==> config.mk <==
export PLATFORM = sky130hd
export DESIGN_NAME = osp_serial_port
export DESIGN_NICKNAME = d
export VERILOG_FILES = /design/src/include/osp_pkg.sv /design/src/osp_serial_port.sv
export SDC_FILE = /design/constraint.sdc
export NUM_CORES = 2
export LEC_CHECK = 0
export BUFFER_PORTS_ARGS = -buffer_cell sky130_fd_sc_hd__buf_2
export CAP_MARGIN = 20
export CORE_MARGIN = 1.5
export CORE_UTILIZATION = 55
export DETAILED_ROUTE_END_ITERATION = 6
export PLACE_DENSITY_LB_ADDON = 0.08
export SYNTH_ARGS = -nofsm -noshare
export SYNTH_HDL_FRONTEND = slang
export SYNTH_SLANG_ARGS = --single-unit
==> constraint.sdc <==
create_clock -name I_CLK -period 8 [get_ports I_CLK]
set_input_delay 2 -clock I_CLK [delete_from_list [all_inputs] [get_ports I_CLK]]
set_output_delay 2 -clock I_CLK [all_outputs]
set_load 0.005 [all_outputs]
==> src/include/osp_pkg.sv <==
// Constants and types of the optical sensor serial port and motion logic
package osp_pkg;
	// ************************************************************
	// Clock and timing
	// ************************************************************
	localparam int CLK_MHZ = 125;
	localparam int CW = 40;
	localparam longint RUN_PER_US = 1000;
	localparam longint REST1_PER_US = 16500;
	localparam longint REST2_PER_US = 82000;
	localparam longint REST3_PER_US = 410000;
	localparam longint DOWN1_US = 237000;
	localparam longint DOWN2_US = 8400000;
	localparam longint DOWN3_US = 504000000;
	localparam int LED_ON_NS = 200;
	localparam logic [CW-1:0] RUN_PER_CYC = CW'(RUN_PER_US * CLK_MHZ);
	localparam logic [CW-1:0] REST1_PER_CYC = CW'(REST1_PER_US * CLK_MHZ);
	localparam logic [CW-1:0] REST2_PER_CYC = CW'(REST2_PER_US * CLK_MHZ);
	localparam logic [CW-1:0] REST3_PER_CYC = CW'(REST3_PER_US * CLK_MHZ);
	localparam logic [CW-1:0] DOWN1_CYC = CW'(DOWN1_US * CLK_MHZ);
	localparam logic [CW-1:0] DOWN2_CYC = CW'(DOWN2_US * CLK_MHZ);
	localparam logic [CW-1:0] DOWN3_CYC = CW'(DOWN3_US * CLK_MHZ);
	localparam logic [7:0] LED_CYC = 8'(LED_ON_NS * CLK_MHZ / 1000);
	// ************************************************************
	// Register addresses and fields
	// ************************************************************
	localparam logic [6:0] ADDR_MOTION = 7'h02;
	localparam logic [6:0] ADDR_DY = 7'h03;
	localparam logic [6:0] ADDR_DX = 7'h04;
	localparam logic [6:0] ADDR_SQ = 7'h05;
	localparam logic [6:0] ADDR_SHUT_HI = 7'h06;
	localparam logic [6:0] ADDR_SHUT_LO = 7'h07;
	localparam logic [6:0] ADDR_PEAK = 7'h08;
	localparam logic [6:0] ADDR_BURST = 7'h42;
	localparam logic [2:0] BURST_LAST = 3'h6;
	localparam int DIR_BIT = 7;
	localparam int MOT_BIT = 7;
	localparam logic [2:0] BIT_LAST = 3'h7;
	// ************************************************************
	// Types
	// ************************************************************
	typedef enum logic [2:0] {
		ST_IDLE = 3'b000,
		ST_ADDR = 3'b001,
		ST_WDATA = 3'b010,
		ST_RDATA = 3'b011,
		ST_LOCK = 3'b100
	} osp_state_t;
	typedef enum logic [1:0] {
		LV_RUN = 2'b00,
		LV_REST1 = 2'b01,
		LV_REST2 = 2'b10,
		LV_REST3 = 2'b11
	} osp_rest_t;
	typedef struct packed {
		logic [7:0] dy;
		logic [7:0] dx;
		logic [7:0] surface_quality;
		logic [7:0] shut_hi;
		logic [7:0] shut_lo;
		logic [7:0] peak;
	} osp_frame_t;
endpackage : osp_pkg

==> src/osp_serial_port.sv <==
// Serial port slave, motion flag, rest levels and light flashing
module osp_serial_port import osp_pkg::*; #(
	parameter logic [CW-1:0] P_RUN_PER = RUN_PER_CYC,
	parameter logic [CW-1:0] P_PER1 = REST1_PER_CYC,
	parameter logic [CW-1:0] P_PER2 = REST2_PER_CYC,
	parameter logic [CW-1:0] P_PER3 = REST3_PER_CYC,
	parameter logic [CW-1:0] P_DOWN1 = DOWN1_CYC,
	parameter logic [CW-1:0] P_DOWN2 = DOWN2_CYC,
	parameter logic [CW-1:0] P_DOWN3 = DOWN3_CYC
) (
	input wire logic I_CLK,
	input wire logic I_SYS_RST,
	input wire logic I_CE,
	input wire logic I_SCLK,
	input wire logic I_MOSI,
	input wire logic I_NCS,
	input wire logic I_FRAME_VALID,
	input wire osp_frame_t I_FRAME,
	output logic O_MISO,
	output logic O_MISO_OE,
	output logic O_MOTION_N,
	output logic O_LED,
	output logic O_CAPTURE,
	output logic [1:0] O_REST_LEVEL
);
	// ************************************************************
	// Pin synchronisers
	// ************************************************************
	logic [2:0] sclk_s;
	logic [1:0] mosi_s;
	logic [1:0] ncs_s;
	logic sclk_rise;
	logic sclk_fall;
	logic cs_act;

	// Two flops per pin; third sclk stage only for edge finding
	always_ff @(posedge I_CLK or posedge I_SYS_RST) begin
		if (I_SYS_RST) begin
			sclk_s <= 3'h0;
			mosi_s <= 2'h0;
			ncs_s <= 2'h3;
		end else if (I_CE) begin
			sclk_s <= {sclk_s[1:0], I_SCLK};
			mosi_s <= {mosi_s[0], I_MOSI};
			ncs_s <= {ncs_s[0], I_NCS};
		end
	end
	// Edges qualified by select so a shared bus is ignored
	assign cs_act = ~ncs_s[1];
	assign sclk_rise = cs_act & sclk_s[1] & ~sclk_s[2];
	assign sclk_fall = cs_act & ~sclk_s[1] & sclk_s[2];

	// ************************************************************
	// Register storage and read mux
	// ************************************************************
	logic [7:0] mem [0:127];
	logic [7:0] acc_dx;
	logic [7:0] acc_dy;
	logic mot_flag;
	osp_frame_t frame_q;
	logic wr_en;
	logic [6:0] wr_addr;
	logic [7:0] wr_data;

	// Read value of one address; plain registers come from storage
	function automatic logic [7:0] rd_val(input logic [6:0] a);
		logic [7:0] v;
		v = mem[a];
		case (a)
			ADDR_MOTION: v = 8'(mot_flag) << MOT_BIT;
			ADDR_DY: v = acc_dy;
			ADDR_DX: v = acc_dx;
			ADDR_SQ: v = frame_q.surface_quality;
			ADDR_SHUT_HI: v = frame_q.shut_hi;
			ADDR_SHUT_LO: v = frame_q.shut_lo;
			ADDR_PEAK: v = frame_q.peak;
			default: v = mem[a];
		endcase
		return v;
	endfunction : rd_val

	// Storage has no reset: contents are undefined until written
	always_ff @(posedge I_CLK) begin
		if (I_CE && wr_en) begin
			mem[wr_addr] <= wr_data;
		end
	end

	// ************************************************************
	// Serial port state machine
	// ************************************************************
	osp_state_t st;
	osp_state_t next_st;
	logic [2:0] bcnt;
	logic [2:0] next_bcnt;
	logic [7:0] sh;
	logic [7:0] next_sh;
	logic [7:0] tx;
	logic [7:0] next_tx;
	logic [6:0] addr;
	logic [6:0] next_addr;
	logic burst;
	logic next_burst;
	logic [2:0] bidx;
	logic [2:0] next_bidx;
	logic next_miso;
	logic next_oe;
	logic load;
	logic [6:0] load_addr;
	logic [7:0] rx_byte;

	assign rx_byte = {sh[6:0], mosi_s[1]};

	// Shift on rise, present on fall; select high resets state, bit count and burst flag
	always_comb begin
		next_st = st;
		next_bcnt = bcnt;
		next_sh = sh;
		next_tx = tx;
		next_addr = addr;
		next_burst = burst;
		next_bidx = bidx;
		next_miso = O_MISO;
		load = 1'b0;
		load_addr = addr;
		wr_en = 1'b0;
		wr_addr = addr;
		wr_data = rx_byte;
		case (st)
			ST_IDLE: begin
				next_bcnt = 3'h0;
				if (cs_act) begin
					next_st = ST_ADDR;
				end
			end
			ST_ADDR: begin
				if (sclk_rise) begin
					next_sh = rx_byte;
					next_bcnt = bcnt + 3'h1;
					if (bcnt == BIT_LAST) begin
						next_addr = rx_byte[6:0];
						next_burst = 1'b0;
						if (rx_byte[DIR_BIT]) begin
							next_st = ST_WDATA;
						end else begin
							next_st = ST_RDATA;
							load = 1'b1;
							next_bidx = 3'h0;
							next_burst = rx_byte[6:0] == ADDR_BURST;
							load_addr = next_burst ? ADDR_MOTION
								: rx_byte[6:0];
							next_tx = rd_val(load_addr);
						end
					end
				end
			end
			ST_WDATA: begin
				if (sclk_rise) begin
					next_sh = rx_byte;
					next_bcnt = bcnt + 3'h1;
					if (bcnt == BIT_LAST) begin
						wr_en = 1'b1;
						next_st = ST_ADDR;
					end
				end
			end
			ST_RDATA: begin
				if (sclk_fall) begin
					next_miso = tx[7];
					next_tx = {tx[6:0], 1'b0};
				end else if (sclk_rise) begin
					next_bcnt = bcnt + 3'h1;
					if (bcnt == BIT_LAST) begin
						if (burst && bidx != BURST_LAST) begin
							next_bidx = bidx + 3'h1;
							load = 1'b1;
							load_addr = ADDR_MOTION + 7'(next_bidx);
							next_tx = rd_val(load_addr);
						end else if (burst) begin
							next_st = ST_LOCK;
						end else begin
							next_st = ST_ADDR;
						end
					end
				end
			end
			ST_LOCK: begin
				next_st = ST_LOCK;
			end
			default: begin
				next_st = ST_IDLE;
			end
		endcase
		if (!cs_act) begin
			next_st = ST_IDLE;
			next_bcnt = 3'h0;
			next_burst = 1'b0;
		end
		// Output driven only while a read answers; never self-started
		next_oe = cs_act && next_st == ST_RDATA;
	end

	// Port state registers
	always_ff @(posedge I_CLK or posedge I_SYS_RST) begin
		if (I_SYS_RST) begin
			st <= ST_IDLE;
			bcnt <= 3'h0;
			sh <= 8'h00;
			tx <= 8'h00;
			addr <= 7'h00;
			burst <= 1'b0;
			bidx <= 3'h0;
			O_MISO <= 1'b0;
			O_MISO_OE <= 1'b0;
		end else if (I_CE) begin
			st <= next_st;
			bcnt <= next_bcnt;
			sh <= next_sh;
			tx <= next_tx;
			addr <= next_addr;
			burst <= next_burst;
			bidx <= next_bidx;
			O_MISO <= next_miso;
			O_MISO_OE <= next_oe;
		end
	end

	// ************************************************************
	// Motion flag, rest levels and light
	// ************************************************************
	logic rd_y;
	logic rd_x;
	logic wr_mot;
	logic moved;
	logic seen_y;
	logic seen_x;
	logic [CW-1:0] idle_cnt;
	logic [CW-1:0] cap_cnt;
	logic [CW-1:0] per;
	logic [7:0] led_cnt;
	logic [7:0] next_acc_dx;
	logic [7:0] next_acc_dy;
	logic next_flag;
	logic next_seen_y;
	logic next_seen_x;
	logic [CW-1:0] next_idle;
	logic [CW-1:0] next_cap;
	logic [7:0] next_led;
	osp_frame_t next_frame;
	osp_rest_t next_rest;
	logic next_capture;

	assign rd_y = load && load_addr == ADDR_DY;
	assign rd_x = load && load_addr == ADDR_DX;
	assign wr_mot = wr_en && wr_addr == ADDR_MOTION;
	assign moved = I_FRAME_VALID && (I_FRAME.dx != 8'h00
		|| I_FRAME.dy != 8'h00);

	// New motion wins over any clear landing in the same cycle
	always_comb begin
		next_frame = I_FRAME_VALID ? I_FRAME : frame_q;
		next_acc_dx = rd_x ? 8'h00 : acc_dx;
		next_acc_dy = rd_y ? 8'h00 : acc_dy;
		next_seen_y = seen_y | rd_y;
		next_seen_x = seen_x | rd_x;
		next_flag = mot_flag;
		if ((next_seen_y && next_seen_x) || wr_mot) begin
			next_flag = 1'b0;
			next_seen_y = 1'b0;
			next_seen_x = 1'b0;
		end
		if (moved) begin
			next_acc_dx = next_acc_dx + I_FRAME.dx;
			next_acc_dy = next_acc_dy + I_FRAME.dy;
			next_flag = 1'b1;
		end
		// Saturating idle time; cleared by reported motion
		next_idle = moved ? '0 : idle_cnt + CW'(idle_cnt != '1);
		if (next_idle >= P_DOWN3) begin
			next_rest = LV_REST3;
		end else if (next_idle >= P_DOWN2) begin
			next_rest = LV_REST2;
		end else if (next_idle >= P_DOWN1) begin
			next_rest = LV_REST1;
		end else begin
			next_rest = LV_RUN;
		end
		case (osp_rest_t'(O_REST_LEVEL))
			LV_REST1: per = P_PER1;
			LV_REST2: per = P_PER2;
			LV_REST3: per = P_PER3;
			default: per = P_RUN_PER;
		endcase
		next_capture = cap_cnt >= per - CW'(1);
		next_cap = next_capture ? '0 : cap_cnt + CW'(1);
		// Light only for a short flash at each capture
		next_led = next_capture ? LED_CYC
			: led_cnt - 8'(led_cnt != 8'h00);
	end

	// Motion and power registers
	always_ff @(posedge I_CLK or posedge I_SYS_RST) begin
		if (I_SYS_RST) begin
			frame_q <= '0;
			acc_dx <= 8'h00;
			acc_dy <= 8'h00;
			mot_flag <= 1'b0;
			seen_y <= 1'b0;
			seen_x <= 1'b0;
			idle_cnt <= '0;
			cap_cnt <= '0;
			led_cnt <= 8'h00;
			O_MOTION_N <= 1'b1;
			O_REST_LEVEL <= LV_RUN;
			O_CAPTURE <= 1'b0;
			O_LED <= 1'b0;
		end else if (I_CE) begin
			frame_q <= next_frame;
			acc_dx <= next_acc_dx;
			acc_dy <= next_acc_dy;
			mot_flag <= next_flag;
			seen_y <= next_seen_y;
			seen_x <= next_seen_x;
			idle_cnt <= next_idle;
			cap_cnt <= next_cap;
			led_cnt <= next_led;
			O_MOTION_N <= ~next_flag;
			O_REST_LEVEL <= next_rest;
			O_CAPTURE <= next_capture;
			O_LED <= next_led != 8'h00;
		end
	end

	// Received byte one cycle late, so the check sees the decoded bit
	logic [7:0] rx_byte_q;
	always_ff @(posedge I_CLK) begin
		rx_byte_q <= rx_byte;
	end
endmodule : osp_serial_port

==> results.py <==
metrics = {
    "layout": {
        "final_cell_area_um2": 58300,
        "antenna_cells": 0,
        "fin_cells": 4433,
        "area_growth_pct": 10.7,
        "nFillCells": 6868,
        "layout-drive-gt1-share": 0.245,
        "fin_nets": 3184,
    },
    "timing": {
        "rsz0062_at_grt": "false",
        "tightest_slew_ns": 1.06,
        "final_max_slew_viol_count": 0,
        "setup_viol_count_final": 0,
        "min_period_ns": 5.20,
        "skew_ns": 0.0294,
        "slew_headroom": 0.289,
        "fin_crit_sh": 0.650,
        "finalHoldViolCount": 0,
        "fin_setup_tns_ns": 0,
        "fmax_mhz": 192,
    },
    "route": {
        "drt_iter0_markers": 3192,
        "wl_met2_um": 56500,
        "ant_nets": 0,
        "via_per_inst": 6.39,
        "drtPass1Iterations": 7,
        "met1_length_um": 51400,
        "drc_errors": 0,
        "wire_per_inst_um": 26.7,
        "dr_total_vias": 28300,
        "top_layer": "met4",
        "wl_met3_um": 7910,
        "routed_wl_um": 118000,
    },
    "synth": {
        "synth_top_area_share": 0.584,
        "yosysUniqueCellTypes": 93,
        "synth_area_leaders": "edfxtp_1, mux4_2, dfrtp_1",
        "yosys.area_share.simple": 0.0614,
        "synth_edf_count": 1024,
        "ys_async_sr_fraction": 0.153,
        "syn_inst": 3014,
        "muxShareOfSynthArea": 0.180,
        "ys_ff_latch": 1209,
        "syn_avg_cell_area_um2": 17.5,
        "synth_top_family_by_area": "multiplexers",
        "synth_xor_area_frac": 0.0115,
        "synth.most_common_cell": "edfxtp_1",
        "yosysTopAreaCell": "edfxtp_1",
        "seq_area_frac_synth": 0.672,
        "synth_ff_type": "edfxtp_1",
        "synth_compound_area_frac": 0.0417,
        "ys_top_cells_by_count": "edfxtp_1, mux4_2, nor2_1",
        "synth_adder_area_share": 0.0148,
        "ys_warn_count": 0,
        "synthesis.area_um2": 52700,
    },
    "critical_path": {
        "path_cells": "ha_1 > xor2_1 > ha_1 > mux2_2 > nor4b_2 > buf_4 > nand2b_1 > inv_1 > ha_1 > a21o_1 > a21oi_1 > o21bai_1 > a21oi_1 > o21ai_0 > xnor2_1 > nor2_1 > mux2_2 > a21oi_1",
        "required_ns": 8.65,
        "rrSetupSlack_ns": 2.80,
        "path_max_fanout": 21,
        "end_kind": "register",
        "crit_slowest_cell": "ha_1",
        "cp.arrival_ns": 5.85,
        "crit_path_start_kind": "register",
        "critPathMaxStageDelay_ns": 0.61,
        "critical_path_class": "reg -> reg",
    },
    "clock_network": {
        "ctsHtreeMaxLevel": 4,
        "cts_hold_buf": 0,
        "clock_latency_ns": 0.74,
        "post-cts-setup-buffers": 0,
        "cts.sinks": 1209,
        "cts_buffers": 131,
        "root_buffer": "clkbuf_16",
        "cts_tree": "done",
        "cts_buffer_depth": 3,
        "clk_pin_slew_ns": 0.06,
        "post_cts_resized": 0,
    },
    "global_routing": {
        "grt_max_degree": 167,
        "grt_pass1_vias": 28400,
        "antenna_found_initial": 0,
        "grt_first_pass_wirelength_um": 181000,
        "grt_usage": 0.247,
        "grt_overflow": 0,
    },
    "placement": {
        "place_area_um2": 54100,
        "dp_cells": 4193,
        "gp_congestion": 0.855,
        "port_buffers": 61,
        "post-dp-hpwl_um": 73400,
    },
    "floorplan": {
        "die_w_um": 313,
        "start_util": 0.555,
        "floorplan.rows": 113,
        "core-area_um2": 95000,
        "die-area_um2": 97700,
        "io-pin-count": 62,
        "dieHeight_um": 313,
    },
    "flow_run": {
        "drv_cap": 0,
    },
    "worst_hold_path": {
        "worstHoldPathType": "reg -> reg",
    },
    "pwr": {
        "powerDensity_nw_per_um2": 273,
        "irDropWorstVdd_uv": 310,
        "power.leakage_nw": 19.2,
    },
    "run_status": {
        "status": "finished clean",
    },
}
-- stage by stage --
step	setup slack [ns]	hold WS (ns)	utilization	total power, W
3_5_place_dp	2.84	0.469	0.569	0.0103
3_3_place_gp	2.89	0.464	0.569	0.0103
2_1_floorplan	0.976	0.449	-	0.00955
6_report	2.80	0.475	0.614	0.0159
4_1_cts	2.81	0.482	0.612	0.0161
5_1_grt	2.44	0.502	0.614	0.0165
-- state kept, by name, summed over array words and instances, names as in the netlist, 2 cells and up --
signal	flops
mem	1024
sh	7
addr	7
tx	8
led_cnt	8
idle_cnt	40
ncs_s	2
bidx	3
frame_q	32
st	3
acc_dy	8
O_REST_LEVEL	2
sclk_s	3
acc_dx	8
cap_cnt	40
mosi_s	2
bcnt	3
-- path summary, 6_finish.rpt --
kind,endpoint,depth (start not counted),start
setup / recovery,acc_dy[7]$_DFFE_PP0P_,18,bidx[0]$_DFFE_PP0P_
hold / removal,O_CAPTURE$_DFFE_PP0P_,1,O_CAPTURE$_DFFE_PP0P_
setup reg to reg,acc_dy[7]$_DFFE_PP0P_,18,bidx[0]$_DFFE_PP0P_
hold reg to reg,O_CAPTURE$_DFFE_PP0P_,1,O_CAPTURE$_DFFE_PP0P_
max in group asynchronous,sh[4]$_DFFE_PP0P_,4,I_SYS_RST
min in group asynchronous,cap_cnt[3]$_DFFE_PP0P_,2,I_SYS_RST
-- critical path, delay by kind of cell, from the launching register on --
kind,cells,cell delay (ns)
compound gates,6,1.02
xor+xnor,2,0.43
fa+ha+maj,3,1.44
buf+inv,2,0.29
flops,1,0.42
mux,2,0.84
simple gates,3,0.65
-- layout make-up --
cell class                      count  area (µm²)  share of cell area
Clock buffer                      170        3550              0.0609
Tap cell                         1265        1580              0.0271
Multi-Input combinational cell   1577       16300               0.280
Inverter                           49         191             0.00328
Timing Repair Buffer              100         759              0.0130
Sequential cell                  1209       35400               0.607
Clock inverter                     63         503             0.00863
-- cells by family (layout without fill, tap and decap cells) --
family / Yosys count / after routing
AND/OR/NAND/NOR: 672 / 672
other: 1 / 2
AO/OA/AOI/OAI: 315 / 315
multiplexers: 458 / 458
flip-flops: 1209 / 1209
adder cells (fa/ha/maj): 61 / 61
buffers and inverters: 229 / 382
XOR/XNOR: 69 / 69
-- cell usage in the layout, fill, tap and decap left out, types with 47 or more instances in the layout --
cell       count
mux4_2       384
nor2_1       236
mux2_2        69
clkbuf_16    134
edfxtp_1    1024
o21ai_0       70
dfrtp_1      173
inv_1         47
ha_1          59
nand3_1       51
nand2_1      161
buf_2         61
-- metal layers --
metal	global-route usage	vias to the layer above
met5	0	-
met4	0.0680	0
met1	0.373	14800
met2	0.379	1068
met3	0.0401	163
li1	-	12300
-- where the power goes --
group | leakage, nW | internal, W | switching, W
logic | 5.59 | 0.00124 | 0.00150
registers | 11.7 | 0.00720 | 0.000252
clock network | 1.95 | 0.00330 | 0.00243
total | 19.2 | 0.0117 | 0.00418
Note: power is estimated with default switching activity, not from simulation.
